===== src/design/isq_pkg.sv =====
// Purpose: shared constants and types of the instruction sequencer
// Assumes: 13-bit program counter, 16-bit instruction words
// Notes: data memory address of the pc low byte is fixed at 06h
package isq_pkg;
    localparam int PC_W = 13;
    localparam int IW_W = 16;
    localparam int DA_W = 8;
    localparam int DW_W = 8;
    localparam int PAGE_LSB = 8;
    localparam int PH_N = 4;
    localparam logic [PC_W-1:0] PC_RESET = 13'h0000;
    localparam logic [PC_W-1:0] VEC_EXT = 13'h0004;
    localparam logic [PC_W-1:0] VEC_T0 = 13'h0008;
    localparam logic [PC_W-1:0] VEC_T1 = 13'h000c;
    localparam logic [DA_W-1:0] PCL_ADDR = 8'h06;
    localparam logic [PH_N-1:0] PH_FIRST = 4'h1;
    localparam int PH_LAST = 3;
    // wake-up delay, in system clock periods
    localparam int STARTUP_PERIODS = 1024;
    localparam int STARTUP_CYC = STARTUP_PERIODS;
    localparam int ST_CNT_W = 11;
    localparam int IRQ_EXT = 0;
    localparam int IRQ_T0 = 1;
    localparam int IRQ_T1 = 2;
    localparam int IRQ_N = 3;

    typedef enum logic [1:0] {
        ST_RUN = 2'b00,
        ST_HALT = 2'b01,
        ST_START = 2'b11
    } isq_state_t;

    // control request from the execute stage, valid at the last phase
    typedef struct packed {
        logic jump;
        logic call;
        logic ret;
        logic reti;
        logic skip;
        logic halt;
        logic [PC_W-1:0] target;
    } isq_ctrl_t;

    typedef struct packed {
        logic [DA_W-1:0] addr;
        logic [DW_W-1:0] wdata;
        logic wr;
        logic rd;
    } isq_reg_req_t;
endpackage


===== src/design/isq_sequencer.sv =====
// Purpose: fetch and program counter sequencing of a small 8-bit core
// Assumes: program memory answers PROG_ADDR_O combinationally on PROG_DATA_I
// Notes: CTRL_I describes the instruction on INSTR_O and is sampled
// in the last phase of each instruction cycle
`timescale 1ns/10ps
`default_nettype none
module isq_sequencer #(
    parameter int STACK_DEPTH = 16
) (
    input wire logic SYS_CLK_I,
    input wire logic RST_I,
    input wire logic CHIP_RESET_IN_N_I,
    input wire logic EXT_INT_N_I,
    input wire logic TMR0_OVF_I,
    input wire logic TMR1_OVF_I,
    input wire logic [isq_pkg::IRQ_N-1:0] INT_EN_I,
    input wire logic WAKE_I,
    input wire logic RC_OPT_I,
    input wire isq_pkg::isq_ctrl_t CTRL_I,
    input wire logic [isq_pkg::IW_W-1:0] PROG_DATA_I,
    input wire isq_pkg::isq_reg_req_t REG_I,
    output logic [isq_pkg::DW_W-1:0] REG_RDATA_O,
    output logic [isq_pkg::PC_W-1:0] PROG_ADDR_O,
    output logic [isq_pkg::IW_W-1:0] INSTR_O,
    output logic INSTR_VALID_O,
    output logic [isq_pkg::PH_N-1:0] PHASE_O,
    output logic INT_ACK_O,
    output logic HALTED_O,
    output logic OSCILLATOR_OUT_O
);
    import isq_pkg::*;

    localparam int SP_W = $clog2(STACK_DEPTH);

    initial begin
        if (STACK_DEPTH < 2 || (1 << SP_W) != STACK_DEPTH) begin
            $error("STACK_DEPTH must be a power of two, at least 2");
        end
    end

    function automatic logic [PC_W-1:0] pc_plus1(input logic [PC_W-1:0] v);
        pc_plus1 = v + 13'h0001;
    endfunction

    logic rst;
    logic [PH_N-1:0] phase_ff, nxt_phase;
    logic [PC_W-1:0] pc_ff, nxt_pc;
    logic [IW_W-1:0] ir_ff, nxt_ir;
    logic valid_ff, nxt_valid;
    isq_state_t state_ff, nxt_state;
    logic [ST_CNT_W-1:0] stc_ff, nxt_stc;
    logic [IRQ_N-1:0] pend_ff, nxt_pend, irq_set, irq_clr;
    logic ext_prev_ff;
    logic pclw_ff, nxt_pclw;
    logic [DW_W-1:0] pclv_ff, nxt_pclv;
    logic [DW_W-1:0] rdata_ff, nxt_rdata;
    logic ack_ff, nxt_ack;
    logic halted_ff;
    logic osc_ff, nxt_osc;
    logic [PC_W-1:0] stack_mem [STACK_DEPTH];
    logic [SP_W-1:0] sp_ff, nxt_sp;
    logic [SP_W:0] cnt_ff, nxt_cnt;
    logic push, pop;
    logic [PC_W-1:0] push_val, stack_top;
    logic cyc_end, exec, pcl_wr, pcl_due;
    logic [DW_W-1:0] pcl_val;
    logic [IRQ_N-1:0] irq_ok;
    logic [PC_W-1:0] vec;
    logic [IRQ_N-1:0] irq_onehot;
    logic sel_jmp, sel_ret, sel_pcl, sel_skip, sel_int, sel_halt, xfer;

    assign rst = RST_I | ~CHIP_RESET_IN_N_I;
    assign cyc_end = phase_ff[PH_LAST] && state_ff == ST_RUN;
    assign exec = valid_ff;
    assign pcl_wr = REG_I.wr && REG_I.addr == PCL_ADDR;
    assign pcl_due = pcl_wr | pclw_ff;
    assign pcl_val = pcl_wr ? REG_I.wdata : pclv_ff;
    assign stack_top = stack_mem[sp_ff - 1'b1];
    assign irq_set = {TMR1_OVF_I, TMR0_OVF_I, ext_prev_ff & ~EXT_INT_N_I};
    // a full stack holds the request until a return frees a level
    assign irq_ok = pend_ff & INT_EN_I & {IRQ_N{cnt_ff < STACK_DEPTH}};

    // fixed priority: external, then timer 0, then timer 1
    always_comb begin
        irq_onehot = '0;
        vec = VEC_EXT;
        if (irq_ok[IRQ_EXT]) begin
            irq_onehot[IRQ_EXT] = 1'b1;
            vec = VEC_EXT;
        end else if (irq_ok[IRQ_T0]) begin
            irq_onehot[IRQ_T0] = 1'b1;
            vec = VEC_T0;
        end else if (irq_ok[IRQ_T1]) begin
            irq_onehot[IRQ_T1] = 1'b1;
            vec = VEC_T1;
        end
    end

    // transfer selection, highest priority first
    always_comb begin
        sel_halt = cyc_end && exec && CTRL_I.halt;
        sel_jmp = cyc_end && exec && !sel_halt && (CTRL_I.jump | CTRL_I.call);
        sel_ret = cyc_end && exec && !sel_halt && !sel_jmp && (CTRL_I.ret | CTRL_I.reti);
        sel_pcl = cyc_end && !sel_halt && !sel_jmp && !sel_ret && pcl_due;
        sel_skip = cyc_end && exec && !sel_halt && !sel_jmp && !sel_ret && !sel_pcl && CTRL_I.skip;
        sel_int = cyc_end && !sel_halt && !sel_jmp && !sel_ret && !sel_pcl && !sel_skip && |irq_ok;
        xfer = sel_jmp | sel_ret | sel_pcl | sel_skip | sel_int;
    end

    always_comb begin
        nxt_phase = {phase_ff[PH_N-2:0], phase_ff[PH_N-1]};
        nxt_pc = pc_ff;
        nxt_ir = ir_ff;
        nxt_valid = valid_ff;
        nxt_state = state_ff;
        nxt_stc = stc_ff;
        irq_clr = '0;
        nxt_ack = 1'b0;
        nxt_pclw = pclw_ff | pcl_wr;
        nxt_pclv = pcl_val;
        push = 1'b0;
        pop = 1'b0;
        push_val = pc_ff;
        // read is side-effect free, answered one cycle later
        nxt_rdata = '0;
        if (REG_I.rd && REG_I.addr == PCL_ADDR) begin
            nxt_rdata = pc_ff[DW_W-1:0];
        end
        case (state_ff)
            ST_RUN: begin
                if (cyc_end) begin
                    // fetch next word while ir executes
                    nxt_ir = PROG_DATA_I;
                    nxt_valid = 1'b1;
                    nxt_pc = pc_plus1(pc_ff);
                    if (sel_halt) begin
                        // prefetched word is fetched again after wake-up
                        nxt_pc = pc_ff;
                        nxt_valid = 1'b0;
                        nxt_state = ST_HALT;
                    end else if (sel_jmp) begin
                        nxt_pc = CTRL_I.target;
                        push = CTRL_I.call;
                    end else if (sel_ret) begin
                        nxt_pc = stack_top;
                        pop = 1'b1;
                    end else if (sel_pcl) begin
                        nxt_pc = {pc_ff[PC_W-1:PAGE_LSB], pcl_val};
                        nxt_pclw = 1'b0;
                    end else if (sel_int) begin
                        // discarded prefetch address is the return point
                        nxt_pc = vec;
                        push = 1'b1;
                        irq_clr = irq_onehot;
                        nxt_ack = 1'b1;
                    end
                    if (xfer) begin
                        nxt_valid = 1'b0;
                    end
                end
            end
            ST_HALT: begin
                if (WAKE_I || |pend_ff) begin
                    nxt_state = ST_START;
                    nxt_stc = '0;
                end
            end
            ST_START: begin
                nxt_stc = stc_ff + 11'h001;
                if (stc_ff == ST_CNT_W'(STARTUP_CYC - 1)) begin
                    nxt_state = ST_RUN;
                    nxt_phase = PH_FIRST;
                end
            end
            default: begin
                nxt_state = ST_RUN;
            end
        endcase
        // taken from the last two phases so the wake-up restart stays aligned
        nxt_osc = RC_OPT_I & (nxt_phase[2] | nxt_phase[3]);
        // a request arriving with its clear is kept
        nxt_pend = (pend_ff & ~irq_clr) | irq_set;
        nxt_sp = sp_ff;
        nxt_cnt = cnt_ff;
        if (push) begin
            // overflow overwrites the oldest return address
            nxt_sp = sp_ff + 1'b1;
            if (cnt_ff < STACK_DEPTH) begin
                nxt_cnt = cnt_ff + 1'b1;
            end
        end else if (pop) begin
            nxt_sp = sp_ff - 1'b1;
            if (cnt_ff != '0) begin
                nxt_cnt = cnt_ff - 1'b1;
            end
        end
    end

    always_ff @(posedge SYS_CLK_I) begin
        if (push) begin
            stack_mem[sp_ff] <= push_val;
        end
        if (rst) begin
            phase_ff <= PH_FIRST;
            pc_ff <= PC_RESET;
            ir_ff <= '0;
            valid_ff <= 1'b0;
            state_ff <= ST_RUN;
            stc_ff <= '0;
            pend_ff <= '0;
            ext_prev_ff <= 1'b1;
            pclw_ff <= 1'b0;
            pclv_ff <= '0;
            rdata_ff <= '0;
            ack_ff <= 1'b0;
            halted_ff <= 1'b0;
            osc_ff <= 1'b0;
            sp_ff <= '0;
            cnt_ff <= '0;
        end else begin
            phase_ff <= nxt_phase;
            pc_ff <= nxt_pc;
            ir_ff <= nxt_ir;
            valid_ff <= nxt_valid;
            state_ff <= nxt_state;
            stc_ff <= nxt_stc;
            pend_ff <= nxt_pend;
            ext_prev_ff <= EXT_INT_N_I;
            pclw_ff <= nxt_pclw;
            pclv_ff <= nxt_pclv;
            rdata_ff <= nxt_rdata;
            ack_ff <= nxt_ack;
            halted_ff <= nxt_state != ST_RUN;
            osc_ff <= nxt_osc;
            sp_ff <= nxt_sp;
            cnt_ff <= nxt_cnt;
        end
    end

    assign REG_RDATA_O = rdata_ff;
    assign PROG_ADDR_O = pc_ff;
    assign INSTR_O = ir_ff;
    assign INSTR_VALID_O = valid_ff;
    assign PHASE_O = phase_ff;
    assign INT_ACK_O = ack_ff;
    assign HALTED_O = halted_ff;
    assign OSCILLATOR_OUT_O = osc_ff;
endmodule
`default_nettype wire


===== config.mk =====
export PLATFORM = sky130hd
export DESIGN_NAME = isq_sequencer
export DESIGN_NICKNAME = d
export VERILOG_FILES = /design/src/design/isq_pkg.sv /design/src/design/isq_sequencer.sv
export SDC_FILE = /design/constraint.sdc
export NUM_CORES = 1
export LEC_CHECK = 0
export BUFFER_PORTS_ARGS = -buffer_cell sky130_fd_sc_hd__buf_2
export CORE_UTILIZATION = 40
export CTS_CLUSTER_DIAMETER = 30
export DETAILED_ROUTE_END_ITERATION = 6
export HOLD_SLACK_MARGIN = 0.1
export PLACE_DENSITY = 0.54
export SLEW_MARGIN = 25
export SYNTH_ARGS = -nofsm -noshare
export SYNTH_HDL_FRONTEND = slang
export SYNTH_SLANG_ARGS = --single-unit

===== constraint.sdc =====
create_clock -name SYS_CLK_I -period 4 [get_ports SYS_CLK_I]
set_clock_uncertainty 0.15 [all_clocks]
set_input_delay 0.4 -clock SYS_CLK_I [delete_from_list [all_inputs] [get_ports SYS_CLK_I]]
set_output_delay 0.4 -clock SYS_CLK_I [all_outputs]
set_load 0.01 [all_outputs]

==> metrics.md, run 1 <==
| Metric | Value |
|---|---|
| Worst slew margin | `0.380` |
| Fillers | `2499` |
| WP data required | `4.29 ns` |
| Hold crit path type | `in -> reg` |
| H-tree depth | `2` |
| Compound-Gate Fraction of Synth Area | `0.0956` |
| Num CTS Buffers | `60` |
| Post-route ant nets | `0` |
| Cell Area, Synth | `12200 sq um` |
| Hold Crit Start | `RST_I` |
| Most numerous cell on the critical path | `mux4_2` |
| Top cell type's share of synthesized area | `0.512` |
| Endpoint class of the critical path | `register` |
| Synth Area in XOR/XNOR | `0.00862` |
| Final Net Count | `1147` |
| Grt ovf | `0` |
| RR Endpoint | `PROG_ADDR_O[1]` |
| CP delay by family, top | `multiplexers` |
| Number of global-route vias before repair | `8236` |
| Avg Inst Size Synth | `14.2 sq um` |
| Commonest non-fill, non-tap cell in the layout | `edfxtp_1` |
| Critical Path Start Type | `register` |
| Number of flops mapped to enable cells by yosys | `208` |
| Final Total Pwr | `8.12 mW` |
| Crit-path max cell delay | `0.76 ns` |
| First-pass DRT Iterations | `5` |
| GPL Wtd Cong | `0.846` |
| Final worst path period share | `0.818` |
| Power per cell area | `509 nW/um^2` |
| Setup TNS | `0 ns` |
| # resized after CTS | `0` |
| Vias/cell | `5.51` |
| CTS root buf | `clkbuf_16` |
| Initial antenna violation count | `0` |
| Minimum clock period | `3.27 ns` |
| Worst Path Buf+Inv | `2` |
| Reg clk slew, reported paths | `0.05 ns` |
| Outcome | `completed` |
| Syn nets | `932` |
| Clock Path Buffers | `3` |
| Area Overhead vs Synth | `31.0%` |
| Worst slew pin tran | `0.929 ns` |
| Synthesized flop and latch total | `288` |
| Hold Slack | `0.144 ns` |
| Worst-Skew Late Latency | `0.58 ns` |
| R2R Setup Slk | `0.73 ns` |
| Async SR Flop Fraction | `0` |
| Overall routing resource usage | `0.207` |
| Pin count of the biggest net entering global routing | `44` |
| Max Slew Vio Count | `0` |
| Area contributors post-synth | `edfxtp_1 51%, dfxtp_1 13%, mux4_2 11%` |
| Largest family of logic cells by synthesized area | `multiplexers` |
| Clock sink count | `288` |
| Drt initial violations | `570` |
| Initial Utilization | `0.409` |
| RSZ-0062 raised after global routing | `no` |
| Register area share after synthesis | `0.644` |
| Io pins | `109` |
| Post-DP HPWL | `20200 um` |
| Area share of fa/ha/maj cells after synthesis | `0.0119` |
| Synth Area in Simple Gates | `0.0964` |
| Synth Warn # | `0` |
| Multiplexer share of the synthesized area | `0.121` |
| Die H | `177 um` |
| Commonest cells after routing, fill and taps aside | `208 x edfxtp_1, 108 x buf_2, 87 x nand2_1` |
| Core Region | `29800 sq um` |
| DIE WIDTH | `177 um` |
| Crit-path max FO | `30` |
| Highest-delay cell along the critical path | `ha_2` |
| Path depth of the worst reg2reg path | `7` |
| N_diodes | `0` |
| Top FF cell, synth | `edfxtp_1` |
| Synth area leader | `edfxtp_1` |
| Fin. Hold Viols | `0` |
| Port Buf Inserts | `108` |
| Leakage power | `5.72 nW` |
| Final WL | `31700 um` |
| Max-Cap Viols | `0` |
| Layout cells sized above 1 | `0.298` |
| First-pass GRT wire length | `48300 um` |
| Data arrival, critical path | `3.57 ns` |
| CTS tree | `yes` |
| Post-layout util | `0.536` |
| FP Rows | `63` |
| Fmax achieved | `0.306 GHz` |
| Worst VDD drop | `0.454 mV` |
| # DRC | `0` |
| R2r startpoint | `sp_ff[1]` |
| DR vias | `8327` |
| Cells after Synth | `857` |
| Library cells used by synthesis | `71` |
| Hold endpoint | `ext_prev_ff` |
| Setup Crit Path Kind | `reg -> reg` |
| Hold path cells | `4` |
| Final setup viols | `0` |
| CP Cell Sequence | `inv_1 -> ha_2 -> buf_12 -> mux4_2 -> mux4_2 -> o21ai_0 -> o22ai_1` |
| Avg WL per Cell | `21.0 um` |
| Die area | `31200 sq um` |
==> worst reg2reg max path: stages, from the launching register on <==
cell and delay [ns]:
dfxtp_1 0.54, inv_1 0.17, ha_2 0.76, buf_12 0.32, mux4_2 0.34, mux4_2 0.54
o21ai_0 0.23, o22ai_1 0.10
==> cell type report <==
class	count	area, sq um	area share
clock inverter	42	444	0.0278
timing repair buffer	204	1450	0.0909
multi-input combinational	503	4100	0.257
tap	390	488	0.0306
inverter	15	56.3	0.00353
sequential	288	7850	0.492
clock buffer	70	1570	0.0984
==> timing repair <==
item                      in CTS  in global routing
hold endpoints to repair      40                  0
buffers inserted               0                  0
hold buffers                  46                  0
==> per-stage QoR <==
step           cell area [sq um]  instances  setup WS [ns]
2_1_floorplan              12200        857          0.532
3_3_place_gp               13500       1354          0.698
3_5_place_dp               13500       1354          0.647
4_1_cts                    16000       1512          0.730
5_1_grt                    16000       1512          0.516
6_report                   16000       1512          0.729
==> routing by layer <==
| layer | share of wire | global-route usage |
|---|---|---|
| met2 | 0.48 | 0.337 |
| met5 | 0 | 0 |
| met4 | 0.019 | 0.0668 |
| met1 | 0.43 | 0.275 |
| met3 | 0.066 | 0.0459 |
==> cells by family (layout without fill, tap and decap cells) <==
logic type               after synthesis  count (layout)
AND/OR/NAND/NOR                      235             235
buffers and inverters                 66             331
AO/OA/AOI/OAI                        172             172
XOR/XNOR                              12              12
multiplexers                          73              73
flip-flops                           288             288
adder cells (fa/ha/maj)               11              11
==> registers in the layout, indices dropped and copies added, names as in the netlist <==
name,flops
cnt_ff,5
PHASE_O,4
pclw_ff,1
state_ff,2
stc_ff,11
INSTR_VALID_O,1
ext_prev_ff,1
OSCILLATOR_OUT_O,1
sp_ff,4
INSTR_O,16
REG_RDATA_O,8
pend_ff,3
INT_ACK_O,1
pclv_ff,8
stack_mem,208
HALTED_O,1
PROG_ADDR_O,13
==> report_power, final <==
part | internal, mW | switching (mW) | leakage (nW)
Sequential | 3.17 | 0.00345 | 2.67
Clock | 3.20 | 1.62 | 0.964
Combinational | 0.0645 | 0.0588 | 2.09
==> worst max path at each step <==
stage                endpoint  depth (start not counted)       start
3_5_place_dp        cnt_ff[4]                         10  CTRL_I[17]
4_1_cts        PROG_ADDR_O[1]                          7    sp_ff[1]
3_3_place_gp        cnt_ff[4]                         10  CTRL_I[17]
2_1_floorplan  PROG_ADDR_O[0]                         13    sp_ff[0]
5_1_grt        PROG_ADDR_O[1]                          7    sp_ff[1]
6_report       PROG_ADDR_O[1]                          7    sp_ff[1]
==> cells in the mapped netlist, types with 5 or more instances <==
| cell | number |
|---|---|
| o21ai_0 | 20 |
| mux2i_1 | 13 |
| o22ai_1 | 8 |
| o31ai_1 | 6 |
| clkbuf_1 | 32 |
| or3_1 | 9 |
| nor4_1 | 5 |
| nor3_1 | 20 |
| xor2_1 | 6 |
| edfxtp_1 | 208 |
| buf_2 | 11 |
| xnor2_1 | 6 |
| inv_1 | 15 |
| or4_1 | 7 |
| a21oi_1 | 56 |
| a211oi_1 | 8 |
| nand3_1 | 19 |
| a31oi_1 | 8 |
| and3_1 | 5 |
| a22oi_1 | 19 |
| nor2_1 | 35 |
| mux4_2 | 59 |
| nand2_1 | 87 |
| ha_1 | 10 |
| dfxtp_1 | 80 |
| nand4_1 | 12 |
| nand2b_1 | 7 |
| and2_1 | 14 |
Power figures use the tool's default switching activity.
==> run 2: changes to the inputs <==
--- a/config.mk
+++ b/config.mk
@@ -10,7 +10,7 @@
 export CTS_CLUSTER_DIAMETER = 30
 export DETAILED_ROUTE_END_ITERATION = 6
 export HOLD_SLACK_MARGIN = 0.1
-export PLACE_DENSITY = 0.54
+export PLACE_DENSITY = 0.57
 export SLEW_MARGIN = 25
 export SYNTH_ARGS = -nofsm -noshare
 export SYNTH_HDL_FRONTEND = slang
==> constraint.sdc (replaced) <==
create_clock -name SYS_CLK_I -period 2.8 [get_ports SYS_CLK_I]
set_clock_uncertainty 0.15 [all_clocks]
set_input_delay 0.28 -clock SYS_CLK_I [delete_from_list [all_inputs] [get_ports SYS_CLK_I]]
set_output_delay 0.28 -clock SYS_CLK_I [all_outputs]
set_load 0.01 [all_outputs]
==> metrics.md, run 2 (same netlist as run 1, synthesis figures left out) <==
| Metric | Value |
|---|---|
| Core Region | `29800 sq um (unchanged)` |
| Max Slew Vio Count | `0 (unchanged)` |
| Flip-flop and latch area | `7850 sq um (about the same)` |
| CTS tree | `yes` |
| Hold Crit Start | `CTRL_I[13]` |
| R2r startpoint | `pend_ff[0]` |
| RSZ-0062 raised after global routing | `no` |
| Worst slew pin tran | `0.810 ns (-0.119 ns)` |
| Final WL | `31800 um (about the same)` |
| Crit-path max FO | `4 (-87%)` |
| Worst slew margin | `0.456 (+0.0759)` |
| Num CTS Buffers | `60 (unchanged)` |
| Reg clk slew, reported paths | `0.05 ns (about the same)` |
| Port Buf Inserts | `108 (unchanged)` |
| Endpoint class of the critical path | `register` |
| Final worst path period share | `0.979 (+0.161)` |
| Critical Path Start Type | `register` |
| N_diodes | `0 (unchanged)` |
| Hold crit path type | `in -> reg` |
| WP data required | `3.10 ns (-1.19 ns)` |
| Pin count of the biggest net entering global routing | `60 (+36%)` |
| CTS root buf | `clkbuf_16` |
| Fillers | `2438 (-2.4%)` |
| Multi-input combinational cell area | `4120 sq um (+0.37%)` |
| GPL Wtd Cong | `0.864 (+2.1%)` |
| Overall routing resource usage | `0.205 (-0.00185)` |
| DR vias | `8559 (+2.8%)` |
| Avg WL per Cell | `20.3 um (-3.5%)` |
| Clock sink count | `288 (unchanged)` |
| Met3 routed WL | `1930 um (-7.8%)` |
| Hold path cells | `4 (unchanged)` |
| Drt initial violations | `733 (+29%)` |
| First-pass DRT Iterations | `5 (unchanged)` |
| Top sig layer | `met4` |
| Commonest non-fill, non-tap cell in the layout | `edfxtp_1` |
| Pre-CTS setup slack | `0.0358 ns (-0.611 ns)` |
| Post-route ant nets | `0 (unchanged)` |
| Initial antenna violation count | `0 (unchanged)` |
| DIE WIDTH | `177 um (unchanged)` |
| Layout cells sized above 1 | `0.329 (+0.0308)` |
| Initial Utilization | `0.409 (unchanged)` |
| Post-DP HPWL | `21300 um (+5.3%)` |
| Final setup viols | `0 (unchanged)` |
| Setup Crit Path Kind | `reg -> reg` |
| Vias/cell | `5.46 (-0.88%)` |
| Clock Path Buffers | `3 (unchanged)` |
| Fmax achieved | `0.365 GHz (+19%)` |
| Outcome | `completed` |
| Leakage power | `6.06 nW (+5.8%)` |
| Commonest cells after routing, fill and taps aside | `208 x edfxtp_1, 108 x buf_2, 89 x buf_4` |
| Area Overhead vs Synth | `36.0%` |
| Final Net Count | `1204 (+5.0%)` |
| Path depth of the worst reg2reg path | `7 (unchanged)` |
| M1 WL | `13900 um (+0.99%)` |
| CP startpoint | `pend_ff[0]` |
| Worst-Skew Late Latency | `0.58 ns (about the same)` |
| Met2 Routed Length | `15300 um (+0.69%)` |
| Max reg flops | `208 (unchanged)` |
| Setup TNS | `0 ns (unchanged)` |
| Die H | `177 um (unchanged)` |
| Most flops, register | `stack_mem` |
| Power per cell area | `725 nW/um^2 (+43%)` |
| FP Rows | `63 (unchanged)` |
| Worst VDD drop | `0.467 mV (+2.7%)` |
| PnR worst setup slack | `0.0581 ns (-0.671 ns)` |
| Number of global-route vias before repair | `8603 (+4.5%)` |
| Grt ovf | `0 (unchanged)` |
| Data arrival, critical path | `3.04 ns (-0.53 ns)` |
| Minimum clock period | `2.74 ns (-0.529 ns)` |
| First-pass GRT wire length | `48900 um (+1.3%)` |
| Post-layout util | `0.556 (+0.0205)` |
| Fin. Hold Viols | `0 (unchanged)` |
| H-tree depth | `2 (unchanged)` |
| Die area | `31200 sq um (unchanged)` |
| # DRC | `0 (unchanged)` |
| Io pins | `109 (unchanged)` |
| Max-Cap Viols | `0 (unchanged)` |
## run 2: cell count changes in the layout (fill, tap and decap cells not counted), sizes merged
cell / previous run / this run
buf: 158 / 206
bufinv: 6 / 10
inv: 23 / 21
dlygate4sd3: 46 / 55
clkinv: 20 / 17
## run 2: path summary, 6_finish.rpt
kind,to,slack [ns]
setup / recovery,pend_ff[2],0.06
setup reg to reg,pend_ff[2],0.06
hold / removal,state_ff[0],0.13
hold reg to reg,INSTR_O[7],0.30
## run 2: worst max-delay path, cell delays in order, from the launching register on
cell and delay (ns):
dfxtp_1 0.38, a222oi_1 0.13, a311o_1 0.37, buf_4 0.18
or3_1 0.38, o41ai_2 0.31, a21oi_1 0.11, dlygate4sd3_1 0.59
## run 2: repair_timing
action,4_1_cts,5_1_grt
endpoints found under the setup margin,0,2
gates resized for setup,0,3
hold buffers,55,0
buffers inserted,0,1
hold endpoints to repair,48,0
## run 2: metrics by stage
step	area, sq um	cells	power [mW]	hold WS [ns]
after floorplan	12300	857	4.66	0.231
after global placement	13900	1401	4.75	0.284
after detailed placement	13900	1401	4.75	0.295
after CTS	16600	1567	12.1	0.117
after global routing	16600	1568	12.3	0.160
final	16600	1568	12.0	0.129
## run 2: routing by layer
metal	vias up	global-route usage
li1	3952	-
met1	4242	0.278
met2	315	0.337
met3	50	0.0379
met4	0	0.0568
met5	-	0
## run 2: where the power goes
| part | leakage, nW | switching (mW) | internal [mW] |
|---|---|---|---|
| Clock | 1.01 | 2.31 | 4.97 |
| Combinational | 2.38 | 0.0890 | 0.106 |
| Sequential | 2.67 | 0.00495 | 4.53 |
## run 2: final cells by class
cell class	count	share of cell area
clock inverters	41	0.0325
inverters	15	0.00340
multi-input cells	503	0.248
flip-flops and latches	288	0.474
clock buffers	70	0.0954
repair buffers	261	0.117
well taps	390	0.0294
==> run 3: changes to the inputs <==
--- a/config.mk
+++ b/config.mk
@@ -10,7 +10,6 @@
 export CTS_CLUSTER_DIAMETER = 30
 export DETAILED_ROUTE_END_ITERATION = 6
 export HOLD_SLACK_MARGIN = 0.1
-export PLACE_DENSITY = 0.57
 export SLEW_MARGIN = 25
 export SYNTH_ARGS = -nofsm -noshare
 export SYNTH_HDL_FRONTEND = slang
==> constraint.sdc (replaced) <==
create_clock -name SYS_CLK_I -period 2.44 [get_ports SYS_CLK_I]
set_clock_uncertainty 0.15 [all_clocks]
set_input_delay 0.244 -clock SYS_CLK_I [delete_from_list [all_inputs] [get_ports SYS_CLK_I]]
set_output_delay 0.244 -clock SYS_CLK_I [all_outputs]
set_load 0.01 [all_outputs]
==> metrics.md, run 3 (same netlist as run 1, synthesis figures left out) <==
| Metric | Value |
|---|---|
| GPL Wtd Cong | `0.889 (+2.9%)` |
| Initial Utilization | `0.409 (unchanged)` |
| Placed Area | `14500 sq um (+4.2%)` |
| Die H | `177 um (unchanged)` |
| Worst slew pin tran | `0.759 ns (-0.0505 ns)` |
| Violated checks | `negative setup slack` |
| Highest-delay cell along the critical path | `mux4_2` |
| Post-layout util | `0.589 (+0.0323)` |
| Commonest cells after routing, fill and taps aside | `208 x edfxtp_1, 131 x buf_4, 108 x buf_2` |
| Final WL | `34000 um (+7.0%)` |
| CP delay by family, top | `multiplexers` |
| Avg WL per Cell | `20.8 um (+2.5%)` |
| N_diodes | `0 (unchanged)` |
| Initial antenna violation count | `0 (unchanged)` |
| Max reg flops | `208 (unchanged)` |
| Switch share | `0.216 (+0.0155)` |
| Worst VDD drop | `0.778 mV (+67%)` |
| RSZ-0062 raised after global routing | `yes` |
| CP Cell Sequence | `inv_6 -> ha_4 -> buf_12 -> buf_4 -> mux4_2 -> mux4_2 -> a22oi_2 -> o22ai_1` |
| Most numerous cell on the critical path | `mux4_2` |
| First-pass GRT wire length | `51300 um (+4.9%)` |
| Clock power frac | `0.595 (-0.011)` |
| PnR worst setup slack | `-0.0627 ns (-0.121 ns)` |
| First-pass DRT Iterations | `5 (unchanged)` |
| Grt ovf | `0 (unchanged)` |
| FP Rows | `63 (unchanged)` |
| Final instance area | `17500 sq um (+5.8%)` |
| H-tree depth | `2 (unchanged)` |
| Post-route ant nets | `0 (unchanged)` |
| Hold crit path type | `in -> reg` |
| Pin count of the biggest net entering global routing | `34 (-43%)` |
| Overall routing resource usage | `0.219 (+0.0135)` |
| Final Total Pwr | `13.4 mW (+12%)` |
| Setup Crit Path Kind | `reg -> reg` |
| Worst slew margin | `0.488 (+0.0325)` |
| Area Overhead vs Synth | `43.9%` |
| Io pins | `109 (unchanged)` |
| Power per cell area | `766 nW/um^2 (+5.7%)` |
| Worst Path Buf+Inv | `3 (+1)` |
| # DRC | `0 (unchanged)` |
| Max Slew Vio Count | `0 (unchanged)` |
| Vias/cell | `5.42 (-0.66%)` |
| Outcome | `finished with violations` |
| Number of global-route vias before repair | `8786 (+2.1%)` |
| Reg power frac | `0.387 (+0.010)` |
| Endpoint class of the critical path | `register` |
| Post-DP HPWL | `21900 um (+3.1%)` |
| Final setup viols | `7 (+7)` |
| Logic pwr share | `0.018 (+0.002)` |
| Max-Cap Viols | `0 (unchanged)` |
| Internal Dissipation | `10.5 mW (+9.7%)` |
| Data arrival, critical path | `2.77 ns (-0.27 ns)` |
| Crit-path max FO | `6 (+2)` |
| Most flops, register | `stack_mem` |
| CTS root buf | `clkbuf_16` |
| Crit-path max cell delay | `0.54 ns (-0.05 ns)` |
| DR vias | `8871 (+3.6%)` |
| CTS tree | `yes` |
| Clock Path Buffers | `3 (unchanged)` |
| Hold Slack | `0.166 ns (+0.0368 ns)` |
| Final Net Count | `1272 (+5.6%)` |
| Layout cells sized above 1 | `0.392 (+0.0631)` |
| Die area | `31200 sq um (unchanged)` |
| Commonest non-fill, non-tap cell in the layout | `edfxtp_1` |
| Core Region | `29800 sq um (unchanged)` |
| WP data required | `2.71 ns (-0.39 ns)` |
| DIE WIDTH | `177 um (unchanged)` |
| Port Buf Inserts | `108 (unchanged)` |
| Fin. Hold Viols | `0 (unchanged)` |
| Clock sink count | `288 (unchanged)` |
| Leakage power | `6.47 nW (+6.7%)` |
| Worst-Skew Late Latency | `0.58 ns (about the same)` |
| Final worst path period share | `1.03 (+0.0464)` |
| Reg clk slew, reported paths | `0.04 ns (about the same)` |
| Minimum clock period | `2.50 ns (-0.239 ns)` |
| Fmax achieved | `0.400 GHz (+9.6%)` |
| Switching power total | `2.90 mW (+21%)` |
| Drt initial violations | `766 (+4.5%)` |
| Critical Path Start Type | `register` |
| Num CTS Buffers | `58 (-3.3%)` |
run 3: cell types whose count changed in the layout (fill, tap and decap cells not counted), moves of 5 or more:
cell    change
buf_4      +42
nor2_4      +8
inv_8       +7
nor2_1     -12
buf_12     +16
buf_6       +5
inv_6       +8
run 3: worst paths after layout:
check / from / to / slack [ns] / depth (start not counted)
setup / recovery: sp_ff[0] / PROG_ADDR_O[10] / -0.06 / 8
hold / removal: WAKE_I / state_ff[1] / 0.17 / 5
setup reg to reg: sp_ff[0] / PROG_ADDR_O[10] / -0.06 / 8
hold reg to reg: INSTR_O[8] / INSTR_O[8] / 0.30 / 2
run 3: final cells by class:
type | count | area [sq um]
flip-flops and latches | 288 | 7850
fillers | 2330 | 12300
inverters | 15 | 63.8
clock buffers | 66 | 1520
clock inverters | 43 | 489
multi-input cells | 503 | 4330
well taps | 390 | 488
repair buffers | 331 | 2790
run 3: stage by stage:
step / TNS, ns / setup WS [ns] / std cells
floorplan: -17.77 / -0.272 / 857
global placement: -53.41 / -0.316 / 1441
detailed placement: -56.98 / -0.322 / 1441
CTS: -0.0604 / -0.0190 / 1617
global route: -1.44 / -0.122 / 1636
finish: -0.322 / -0.0627 / 1636
run 3: what timing repair did:
| item | 4_1_cts | 5_1_grt |
|---|---|---|
| setup buffers | 9 | 17 |
| hold buffers | 56 | 0 |
| resized for setup | 16 | 22 |
| pin swaps | 3 | 12 |
| endpoints found under the setup margin | 180 | 12 |
| cloned | 2 | 3 |
| endpoints found under the hold margin | 61 | 0 |
run 3: power groups by stage:
stage | Sequential, mW | Combinational [mW] | Clock (mW)
finish | 5.20 | 0.242 | 8.00
global placement | 5.29 | 0.171 | 0
global route | 5.19 | 0.261 | 8.37
floorplan | 5.29 | 0.0580 | 0
CTS | 5.20 | 0.238 | 8.12
detailed placement | 5.29 | 0.171 | 0
run 3: worst reg2reg max path, cell delays in order, from the launching register on:
cell	delay (ns)
dfxtp_4	0.39
inv_6	0.04
ha_4	0.34
buf_12	0.15
buf_4	0.12
mux4_2	0.36
mux4_2	0.54
a22oi_2	0.18
o22ai_1	0.09
run 3: layer usage:
metal  global-route usage  vias to the layer above  routed length, um
met5                    0                        -                  0
met2                0.359                      342              16300
met4               0.0697                        0                823
met3               0.0368                       57               2060
li1                     -                     4091                  -
met1                0.295                     4381              14800
